$ cat config.mk
export PLATFORM = sky130hd
export DESIGN_NAME = cfg_bank
export DESIGN_NICKNAME = d
export VERILOG_FILES = /design/src/cfg_bank_pkg.sv /design/src/cfg_bank.sv
export SDC_FILE = /design/constraint.sdc
export NUM_CORES = 1
export LEC_CHECK = 0
export BUFFER_PORTS_ARGS = -buffer_cell sky130_fd_sc_hd__clkbuf_2
export CAP_MARGIN = 20
export CELL_PAD_IN_SITES_DETAIL_PLACEMENT = 1
export CELL_PAD_IN_SITES_GLOBAL_PLACEMENT = 1
export CORE_MARGIN = 5
export CORE_UTILIZATION = 40
export CTS_CLUSTER_DIAMETER = 120
export CTS_CLUSTER_SIZE = 10
export DETAILED_ROUTE_END_ITERATION = 7
export GPL_ROUTABILITY_DRIVEN = 0
export PLACE_DENSITY = 0.85
export SYNTH_ARGS = -nofsm -noshare
export SYNTH_HDL_FRONTEND = slang
export SYNTH_SLANG_ARGS = --single-unit
$ cat constraint.sdc
create_clock -name CORE_CLK -period 5.4 [get_ports CORE_CLK]
set_input_delay 0 -clock CORE_CLK [delete_from_list [all_inputs] [get_ports CORE_CLK]]
set_output_delay 0 -clock CORE_CLK [all_outputs]
set_load 0.1 [all_outputs]
$ cat src/cfg_bank_pkg.sv
/*
  Constants of the converter configuration register bank: register indices,
  field positions, writable masks, reset values and pin timing.
  Assumes nothing of its surroundings; every other design file imports it.
*/
package cfg_bank_pkg;
  localparam int ADDR_W = 6;
  localparam int DATA_W = 16;

  // Register indices on the internal register port.
  localparam logic [5:0] ADDR_LINK = 6'h02;
  localparam logic [5:0] ADDR_TIMING = 6'h03;
  localparam logic [5:0] ADDR_AMP = 6'h04;
  localparam logic [5:0] ADDR_AUX = 6'h06;

  localparam logic [15:0] LINK_RESET = 16'h0510;
  localparam logic [15:0] TIMING_RESET = 16'h070e;
  localparam logic [15:0] AMP_RESET = 16'h0000;
  localparam logic [15:0] AUX_RESET = 16'h0600;

  // Reserved bits are not stored and read back as zero.
  localparam logic [15:0] LINK_MASK = 16'h3f1f;
  localparam logic [15:0] TIMING_MASK = 16'h07ff;
  localparam logic [15:0] AMP_MASK = 16'h0777;
  localparam logic [15:0] AUX_MASK = 16'h7f00;

  // Link behaviour register fields.
  localparam int LB_REGMAP_CHK = 13;
  localparam int LB_INPUT_CHK = 12;
  localparam int LB_POLY_SEL = 11;
  localparam int LB_RESET_SEEN = 10;
  localparam int LB_WORD_LO = 8;
  localparam int LB_TIMEOUT = 4;
  localparam int LB_RDY_SRC_LO = 2;
  localparam int LB_RDY_FLOAT = 1;
  localparam int LB_RDY_PULSE = 0;

  // Conversion timing register fields.
  localparam int CT_CHAN_EN_LO = 8;
  localparam int CT_DIV_LO = 6;
  localparam int CT_FAST = 5;
  localparam int CT_OSR_LO = 2;
  localparam int CT_POWER_LO = 0;

  // Amplifier setting fields, channel 0 first.
  localparam int AMP_CH0_LO = 0;
  localparam int AMP_CH1_LO = 4;
  localparam int AMP_CH2_LO = 8;

  // Output and chop register fields.
  localparam int AX_OUT_EN = 14;
  localparam int AX_OUT_LEVEL = 13;
  localparam int AX_SETTLE_LO = 9;
  localparam int AX_CHOP_EN = 8;

  localparam logic [1:0] RDY_LAGGING = 2'h0;
  localparam logic [1:0] RDY_ANY = 2'h1;

  localparam logic [14:0] OSR_BASE = 15'h0080;
  localparam logic [14:0] OSR_FAST = 15'h0040;
  localparam logic [16:0] SETTLE_BASE = 17'h00002;

  // Low pulse on the ready pin, in ns, turned into core clock cycles.
  localparam int CLK_PERIOD_NS = 10;
  localparam int RDY_PULSE_NS = 80;
  localparam int RDY_PULSE_CYC = (RDY_PULSE_NS + CLK_PERIOD_NS - 1) / CLK_PERIOD_NS;
endpackage : cfg_bank_pkg

$ cat src/cfg_bank.sv
/*
  Configuration register bank of a three-channel delta-sigma converter:
  link behaviour, conversion timing, amplifier and output/chop registers,
  decoded settings, the sample-ready pin and the auxiliary output pin.
  Assumes an SPI command decoder on the same clock that issues one-cycle
  register reads and writes, and a datapath that pulses per-channel ready.
*/
// What this block does
// - Bit 13 of link register enables register-map CRC checking; resets off.
// - Bit 12 enables CRC checking of incoming SPI words; resets off.
// - Bit 11 picks CCITT (0) or ANSI (1) 16-bit CRC polynomial.
// - Bit 10 resets to one; writing zero clears the status reset indicator.
// - Bits 9:8 choose 16, 24, 32 zero-padded or 32 sign-extended words.
// - Bit 4 enables the SPI timeout; resets to enabled.
// - Bits 3:2 pick lagging, any, or leading enabled channel for ready pin.
// - With no data, ready pin is driven high or floats per bit 1.
// - With data, ready pin is held low or pulsed low per bit 0.
// - Timing bits 10:8 enable channels 2, 1, 0; all reset enabled.
// - Bits 7:6 divide input clock by 2, 4, 8 or 12.
// - Fast bit 5 forces oversampling ratio 64, ignoring ratio field.
// - Bits 4:2 give ratio 128 doubling to 16384; reset code 011.
// - Power code 01 low power, 10 high resolution; host avoids 00, 11.
// - Three-bit gain fields per channel select gain 2 to the n.
// - Aux enable turns third positive input into output driving aux level.
// - Settle code selects 2 doubling upward modulator periods; resets to 16.
// - Bit 8 of output and chop register enables global chop.
module cfg_bank
  import cfg_bank_pkg::*;
#(
  parameter int PULSE_CYCLES = RDY_PULSE_CYC
) (
  input wire logic CORE_CLK,
  input wire logic RST,
  input wire logic REG_WR,
  input wire logic REG_RD,
  input wire logic [ADDR_W-1:0] REG_ADDR,
  input wire logic [DATA_W-1:0] REG_WDATA,
  output logic [DATA_W-1:0] REG_RDATA,
  input wire logic [2:0] CHAN_DATA_READY,
  input wire logic DATA_TAKEN,
  output logic REGMAP_CHECK_EN,
  output logic INPUT_CHECK_EN,
  output logic CHECK_POLY_ANSI,
  output logic STATUS_RESET_CLR,
  output logic [1:0] SAMPLE_WORD_SIZE,
  output logic [5:0] WORD_BITS,
  output logic SPI_TIMEOUT_EN,
  output logic SAMPLE_READY_OUT,
  output logic SAMPLE_READY_OE_N,
  output logic [2:0] CHANNEL_ENABLE,
  output logic [3:0] INPUT_DIVIDE,
  output logic [14:0] OVERSAMPLE_RATIO,
  output logic [1:0] POWER_PROFILE,
  output logic [23:0] AMP_GAIN,
  output logic THIRD_INPUT_POS_OUT,
  output logic THIRD_INPUT_POS_OE_N,
  output logic [16:0] CHOP_SETTLE_PERIODS,
  output logic CHOP_ENABLE
);

  function automatic logic [7:0] gain_of(input logic [2:0] code);
    gain_of = 8'h01 << code;
  endfunction : gain_of

  function automatic logic [15:0] write_val(input logic [15:0] cur, input logic [15:0] mask,
                                           input logic hit, input logic [15:0] data);
    write_val = hit ? (data & mask) : cur;
  endfunction : write_val

  logic [15:0] link_reg, link_next;
  logic [15:0] timing_reg, timing_next;
  logic [15:0] amp_reg, amp_next;
  logic [15:0] aux_reg, aux_next;
  logic [15:0] rdata_reg, rdata_next;
  logic rst_clr_reg, rst_clr_next;
  logic [5:0] word_bits_reg, word_bits_next;
  logic [3:0] divide_reg, divide_next;
  logic [14:0] osr_reg, osr_next;
  logic [23:0] gain_reg, gain_next;
  logic [16:0] settle_reg, settle_next;
  logic [2:0] pend_reg, pend_next;
  logic avail_reg, avail_next;
  logic [7:0] pulse_cnt_reg, pulse_cnt_next;
  logic rdy_out_reg, rdy_out_next;
  logic rdy_oe_n_reg, rdy_oe_n_next;
  logic aux_out_reg, aux_out_next;
  logic aux_oe_n_reg, aux_oe_n_next;
  logic [2:0] en_now;
  logic [2:0] live;
  logic low_phase;

  always_comb begin
    link_next = write_val(link_reg, LINK_MASK, REG_WR && REG_ADDR == ADDR_LINK, REG_WDATA);
    timing_next = write_val(timing_reg, TIMING_MASK, REG_WR && REG_ADDR == ADDR_TIMING,
                            REG_WDATA);
    amp_next = write_val(amp_reg, AMP_MASK, REG_WR && REG_ADDR == ADDR_AMP, REG_WDATA);
    aux_next = write_val(aux_reg, AUX_MASK, REG_WR && REG_ADDR == ADDR_AUX, REG_WDATA);
    // The clear request is a pulse; the status flag itself lives elsewhere.
    rst_clr_next = REG_WR && REG_ADDR == ADDR_LINK && !REG_WDATA[LB_RESET_SEEN];
    rdata_next = rdata_reg;
    if (REG_RD) begin
      case (REG_ADDR)
        ADDR_LINK: rdata_next = link_reg;
        ADDR_TIMING: rdata_next = timing_reg;
        ADDR_AMP: rdata_next = amp_reg;
        ADDR_AUX: rdata_next = aux_reg;
        default: rdata_next = 16'h0000;
      endcase
    end
    case (link_next[LB_WORD_LO +: 2])
      2'h0: word_bits_next = 6'h10;
      2'h1: word_bits_next = 6'h18;
      default: word_bits_next = 6'h20;
    endcase
    case (timing_next[CT_DIV_LO +: 2])
      2'h0: divide_next = 4'h2;
      2'h1: divide_next = 4'h4;
      2'h2: divide_next = 4'h8;
      default: divide_next = 4'hc;
    endcase
    if (timing_next[CT_FAST]) begin
      osr_next = OSR_FAST;
    end else begin
      osr_next = OSR_BASE << timing_next[CT_OSR_LO +: 3];
    end
    gain_next = {gain_of(amp_next[AMP_CH2_LO +: 3]), gain_of(amp_next[AMP_CH1_LO +: 3]),
                 gain_of(amp_next[AMP_CH0_LO +: 3])};
    settle_next = SETTLE_BASE << aux_next[AX_SETTLE_LO +: 4];
    aux_out_next = aux_next[AX_OUT_EN] ? aux_next[AX_OUT_LEVEL] : 1'b0;
    aux_oe_n_next = !aux_next[AX_OUT_EN];
  end

  // A ready pulse arriving together with the data-taken strobe stays pending.
  always_comb begin
    en_now = timing_reg[CT_CHAN_EN_LO +: 3];
    pend_next = ((DATA_TAKEN ? 3'h0 : pend_reg) | CHAN_DATA_READY) & en_now;
    live = pend_next;
    case (link_reg[LB_RDY_SRC_LO +: 2])
      RDY_LAGGING: avail_next = (live == en_now) && (en_now != 3'h0);
      RDY_ANY: avail_next = live != 3'h0;
      default: avail_next = (live != 3'h0) && (pend_reg == 3'h0 || avail_reg);
    endcase
    pulse_cnt_next = pulse_cnt_reg;
    if (avail_next && !avail_reg) begin
      pulse_cnt_next = 8'(PULSE_CYCLES);
    end else if (pulse_cnt_reg != 8'h00) begin
      pulse_cnt_next = pulse_cnt_reg - 8'h01;
    end
    if (link_reg[LB_RDY_PULSE]) begin
      low_phase = pulse_cnt_next != 8'h00;
    end else begin
      low_phase = avail_next;
    end
    if (low_phase) begin
      rdy_out_next = 1'b0;
      rdy_oe_n_next = 1'b0;
    end else begin
      rdy_out_next = 1'b1;
      // Follow the incoming write so the float setting lands with the register itself.
      rdy_oe_n_next = link_next[LB_RDY_FLOAT];
    end
  end

  always_ff @(posedge CORE_CLK or posedge RST) begin
    if (RST) begin
      link_reg <= LINK_RESET;
      timing_reg <= TIMING_RESET;
      amp_reg <= AMP_RESET;
      aux_reg <= AUX_RESET;
      rdata_reg <= 16'h0000;
      rst_clr_reg <= 1'b0;
      word_bits_reg <= 6'h18;
      divide_reg <= 4'h2;
      osr_reg <= 15'h0400;
      gain_reg <= 24'h010101;
      settle_reg <= 17'h00010;
      pend_reg <= 3'h0;
      avail_reg <= 1'b0;
      pulse_cnt_reg <= 8'h00;
      rdy_out_reg <= 1'b1;
      rdy_oe_n_reg <= 1'b0;
      aux_out_reg <= 1'b0;
      aux_oe_n_reg <= 1'b1;
    end else begin
      link_reg <= link_next;
      timing_reg <= timing_next;
      amp_reg <= amp_next;
      aux_reg <= aux_next;
      rdata_reg <= rdata_next;
      rst_clr_reg <= rst_clr_next;
      word_bits_reg <= word_bits_next;
      divide_reg <= divide_next;
      osr_reg <= osr_next;
      gain_reg <= gain_next;
      settle_reg <= settle_next;
      pend_reg <= pend_next;
      avail_reg <= avail_next;
      pulse_cnt_reg <= pulse_cnt_next;
      rdy_out_reg <= rdy_out_next;
      rdy_oe_n_reg <= rdy_oe_n_next;
      aux_out_reg <= aux_out_next;
      aux_oe_n_reg <= aux_oe_n_next;
    end
  end

  assign REG_RDATA = rdata_reg;
  assign REGMAP_CHECK_EN = link_reg[LB_REGMAP_CHK];
  assign INPUT_CHECK_EN = link_reg[LB_INPUT_CHK];
  assign CHECK_POLY_ANSI = link_reg[LB_POLY_SEL];
  assign STATUS_RESET_CLR = rst_clr_reg;
  assign SAMPLE_WORD_SIZE = link_reg[LB_WORD_LO +: 2];
  assign WORD_BITS = word_bits_reg;
  assign SPI_TIMEOUT_EN = link_reg[LB_TIMEOUT];
  assign SAMPLE_READY_OUT = rdy_out_reg;
  assign SAMPLE_READY_OE_N = rdy_oe_n_reg;
  assign CHANNEL_ENABLE = timing_reg[CT_CHAN_EN_LO +: 3];
  assign INPUT_DIVIDE = divide_reg;
  assign OVERSAMPLE_RATIO = osr_reg;
  assign POWER_PROFILE = timing_reg[CT_POWER_LO +: 2];
  assign AMP_GAIN = gain_reg;
  assign THIRD_INPUT_POS_OUT = aux_out_reg;
  assign THIRD_INPUT_POS_OE_N = aux_oe_n_reg;
  assign CHOP_SETTLE_PERIODS = settle_reg;
  assign CHOP_ENABLE = aux_reg[AX_CHOP_EN];
endmodule : cfg_bank

==> out/metrics.json <==
{
  "global_route": {
    "grt_antenna_before_repair": 0,
    "grt_first_pass_wirelength_um": 22600,
    "pin_count_of_the_biggest_net_entering_global_routing": 66,
    "globalRouteTotalUtil": 0.196,
    "grt_overflow": 0,
    "grt_pass1_vias": 4286
  },
  "placement": {
    "placement.io_buffers": 115,
    "dpl_ws_ns": 2.77,
    "placed_cell_area_mm2": 0.00563,
    "hpwlAfterDp_um": 9280
  },
  "floorplan": {
    "std_cell_rows": 41,
    "die_x_um": 122,
    "ios": 129,
    "full_die_area_mm2": 0.0149,
    "core_mm2": 0.0125,
    "initial_core_util": 0.403,
    "die_height_um": 122
  },
  "min_path": {
    "timing.hold.worst.class": "input port to flop",
    "hold_depth": 4,
    "holdPathEnd": "pend_reg[2]$_DFF_PP0_",
    "hold_path_startpoint": "DATA_TAKEN"
  },
  "final_layout": {
    "postLayoutCellArea_mm2": 0.00639,
    "fin_nets": 579,
    "layout.filler_cells": 1325,
    "n_antenna_cell": 0,
    "largest_reg_flops": 24,
    "multiInputGateArea_mm2": 0.00162,
    "seqCellArea_mm2": 0.00305,
    "drive_above_1_share": 0.354,
    "flow.area_growth_from_synthesis_pct": 27.1
  },
  "worst_setup_path": {
    "path_buf_inv": 2,
    "ff2ff_setup_slack_ns": 3.27,
    "worstPathMaxFanout": 13,
    "worstPathArrival_ns": 2.52,
    "regToRegStartpoint": "pulse_cnt_reg[0]$_DFF_PP0_",
    "start_kind": "input port",
    "cp_data_required_time_ns": 5.71,
    "path_class": "input port to flop",
    "critical_path.reg2reg.endpoint": "SAMPLE_READY_OE_N$_DFF_PP0_",
    "worst_setup_path_end_kind": "flop",
    "crit_path_cell_chain": "clkbuf_2 > nor4_1 > and3_1 > nand2_2 > mux2i_1 > inv_1 > nor3_1",
    "cp_slowest_cell": "sky130_fd_sc_hd__and3_1",
    "crit_family": "simple AND/OR/NAND/NOR gates",
    "worstRegToRegCells": 7,
    "crit_path_max_incr_delay_ns": 0.66
  },
  "sta": {
    "rsz_0062_raised_after_global_routing": "false",
    "fin_worst_skew_ns": 0.0146,
    "fin_ws_ns": 3.18,
    "setup-tns-final_ns": 0,
    "setup-violations-final": 0,
    "max_clock_freq_mhz": 451,
    "relSlewSlack": 0.461,
    "period_share": 0.410,
    "maxSlewViolCount": 0,
    "min_period_ns": 2.22,
    "finalHoldViolations": 0,
    "worstMarginPinSlew_ns": 0.808
  },
  "synth": {
    "synth.ff_latch_count": 121,
    "yosys_most_used_dff": "sky130_fd_sc_hd__dfrtp_1",
    "synth-edff-count": 0,
    "synth_seq_area_share": 0.607,
    "ys_async_sr_fraction": 1.00,
    "synthesis.area_per_instance_um2": 12.1,
    "synthesis.instances": 416,
    "netlist_area_mm2": 0.00503,
    "post_synth_num_cell_types": 51,
    "yosys_warnings": 0
  },
  "power": {
    "netSwitchingFraction": 0.388,
    "vdd_drop_max_v": 0.000261,
    "p_leak_nw": 3.25,
    "clock_power_share": 0.340,
    "p_seq_frac": 0.367,
    "p_int_mw": 1.89,
    "power.net_switching_mw": 1.20,
    "comb_power_share": 0.292,
    "powerDensity_mw_per_mm2": 483
  },
  "route": {
    "drt_wl_total_um": 13900,
    "initialDrtViolationCount": 158,
    "detailedRoute.firstPassIterationCount": 4,
    "per_cell_via_count_in_the_routed_design": 5.13,
    "route.detailed.drc": 0,
    "via_count": 3754,
    "antenna_left": 0,
    "routed_wire_length_per_instance_um": 18.9
  },
  "cts": {
    "max-clock-path-buffers": 2,
    "clk_pin_slew_ns": 0.05,
    "clock_insertion_delay_worst_skew_ns": 0.42,
    "cts_buffers": 17,
    "htree_levels": 4,
    "tritoncts": "built",
    "cts_resized": 0,
    "clk_root_buffer_cell": "sky130_fd_sc_hd__clkbuf_16",
    "clock-sinks": 121
  },
  "run": {
    "drv.max_cap_violation_count": 0
  },
  "run_status": {
    "run_status": "complete, no violations"
  }
}
## power by group through the flow
stage          registers [mW]  clock network [mW]  logic (mW)
6_report                 1.13                1.05       0.903
5_1_grt                  1.15                1.11       0.956
4_1_cts                  1.13                1.06       0.908
3_5_place_dp             1.15                   0       0.887
3_3_place_gp             1.14                   0       0.855
2_1_floorplan            1.44                   0       0.436
## routing by layer
layer	up-vias	global-route usage	share of wire
met3	10	0.0520	0.046
met4	0	0.0553	0.0096
met1	1960	0.244	0.43
met5	-	0	0
met2	100	0.338	0.51
li1	1684	-	-
## through the flow
| stage | util | hold WS, ns | std cells | power (mW) |
|---|---|---|---|---|
| floorplan | - | 0.0664 | 427 | 1.88 |
| global placement | 0.452 | 0.186 | 678 | 1.99 |
| detailed placement | 0.452 | 0.201 | 678 | 2.03 |
| CTS | 0.513 | 0.0589 | 732 | 3.11 |
| global route | 0.513 | 0.106 | 732 | 3.21 |
| finish | 0.513 | 0.0702 | 732 | 3.09 |
## worst reg2reg max path, cell delays in order, from the launching register on
cell	delay (ns)
sky130_fd_sc_hd__dfrtp_1	0.47
sky130_fd_sc_hd__inv_1	0.11
sky130_fd_sc_hd__ha_1	0.32
sky130_fd_sc_hd__nand2_1	0.07
sky130_fd_sc_hd__a2111oi_0	0.47
sky130_fd_sc_hd__o21ai_0	0.18
sky130_fd_sc_hd__o221ai_1	0.25
sky130_fd_sc_hd__and3_1	0.20
## synth_stat cells, types with 2 or more instances
master / number / share of area
sky130_fd_sc_hd__mux2i_2: 2 / 0.0055
sky130_fd_sc_hd__inv_4: 2 / 0.0025
sky130_fd_sc_hd__inv_1: 36 / 0.027
sky130_fd_sc_hd__dfstp_2: 21 / 0.11
sky130_fd_sc_hd__nand2b_1: 3 / 0.0037
sky130_fd_sc_hd__nor2_1: 20 / 0.015
sky130_fd_sc_hd__nand2_1: 16 / 0.012
sky130_fd_sc_hd__and2_1: 2 / 0.0025
sky130_fd_sc_hd__mux2i_4: 4 / 0.018
sky130_fd_sc_hd__mux2_2: 20 / 0.045
sky130_fd_sc_hd__o22ai_1: 10 / 0.012
sky130_fd_sc_hd__nor4_1: 19 / 0.024
sky130_fd_sc_hd__nor2b_1: 6 / 0.0075
sky130_fd_sc_hd__nor3_1: 29 / 0.029
sky130_fd_sc_hd__xnor2_1: 3 / 0.0052
sky130_fd_sc_hd__mux2i_1: 15 / 0.030
sky130_fd_sc_hd__a21o_1: 4 / 0.0060
sky130_fd_sc_hd__a22oi_1: 8 / 0.012
sky130_fd_sc_hd__inv_2: 2 / 0.0015
sky130_fd_sc_hd__clkbuf_1: 8 / 0.0060
sky130_fd_sc_hd__buf_1: 2 / 0.0015
sky130_fd_sc_hd__buf_4: 25 / 0.037
sky130_fd_sc_hd__xor2_1: 3 / 0.0052
sky130_fd_sc_hd__dfrtp_1: 100 / 0.50
sky130_fd_sc_hd__o21a_1: 2 / 0.0030
sky130_fd_sc_hd__and3_1: 8 / 0.010
sky130_fd_sc_hd__a222oi_1: 7 / 0.014
sky130_fd_sc_hd__nand3_1: 5 / 0.0050
sky130_fd_sc_hd__nand3b_1: 2 / 0.0030
sky130_fd_sc_hd__o21ai_0: 10 / 0.010
sky130_fd_sc_hd__ha_1: 2 / 0.0050
## cell type report
type                    count  share of cell area
inverters                  40              0.0247
well taps                 172              0.0337
multi-input cells         229               0.253
clock inverters             5             0.00783
clock buffers              27              0.0771
repair buffers            138               0.126
flip-flops and latches    121               0.478
## how the worst max path moves through the flow
stage	from	to	slack, ns	depth (start not counted)
floorplan	RST	AMP_GAIN[10]$_DFF_PP0_	2.22	1
global placement	REG_ADDR[2]	OVERSAMPLE_RATIO[9]$_DFF_PP0_	3.04	7
detailed placement	REG_ADDR[2]	OVERSAMPLE_RATIO[12]$_DFF_PP0_	2.77	7
CTS	REG_ADDR[2]	OVERSAMPLE_RATIO[12]$_DFF_PP0_	3.18	7
global route	REG_ADDR[2]	OVERSAMPLE_RATIO[12]$_DFF_PP0_	2.94	7
finish	REG_ADDR[2]	OVERSAMPLE_RATIO[12]$_DFF_PP0_	3.18	7
## cell families (layout without fill, tap and decap cells)
kind of cell    Yosys count  after routing  share of synthesized area
flops                   121            121                      0.607
simple gates            117            117                      0.126
buf+inv                  77            210                     0.0789
compound gates           51             51                     0.0741
mux                      41             41                     0.0980
xor+xnor                  6              6                     0.0104
fa+ha+maj                 2              2                    0.00497
other cells               1             12                   0.000746
## layout by cell type (no fill, tap or decap), types with 15 or more instances in the layout
| master | netlist | final |
|---|---|---|
| sky130_fd_sc_hd__nor2_1 | 20 | 20 |
| sky130_fd_sc_hd__mux2_2 | 20 | 20 |
| sky130_fd_sc_hd__clkbuf_2 | 0 | 115 |
| sky130_fd_sc_hd__dfstp_2 | 21 | 21 |
| sky130_fd_sc_hd__dfrtp_1 | 100 | 100 |
| sky130_fd_sc_hd__inv_1 | 36 | 35 |
| sky130_fd_sc_hd__clkbuf_16 | 0 | 17 |
| sky130_fd_sc_hd__nor3_1 | 29 | 29 |
| sky130_fd_sc_hd__nand2_1 | 16 | 16 |
| sky130_fd_sc_hd__mux2i_1 | 15 | 15 |
| sky130_fd_sc_hd__nor4_1 | 19 | 19 |
| sky130_fd_sc_hd__dlygate4sd3_1 | 0 | 22 |
## timing repair
item	4_1_cts	5_1_grt
hold buffers	22	0
endpoints found under the hold margin	87	0
setup buffers	0	0
(Power assumes the default switching activity.)
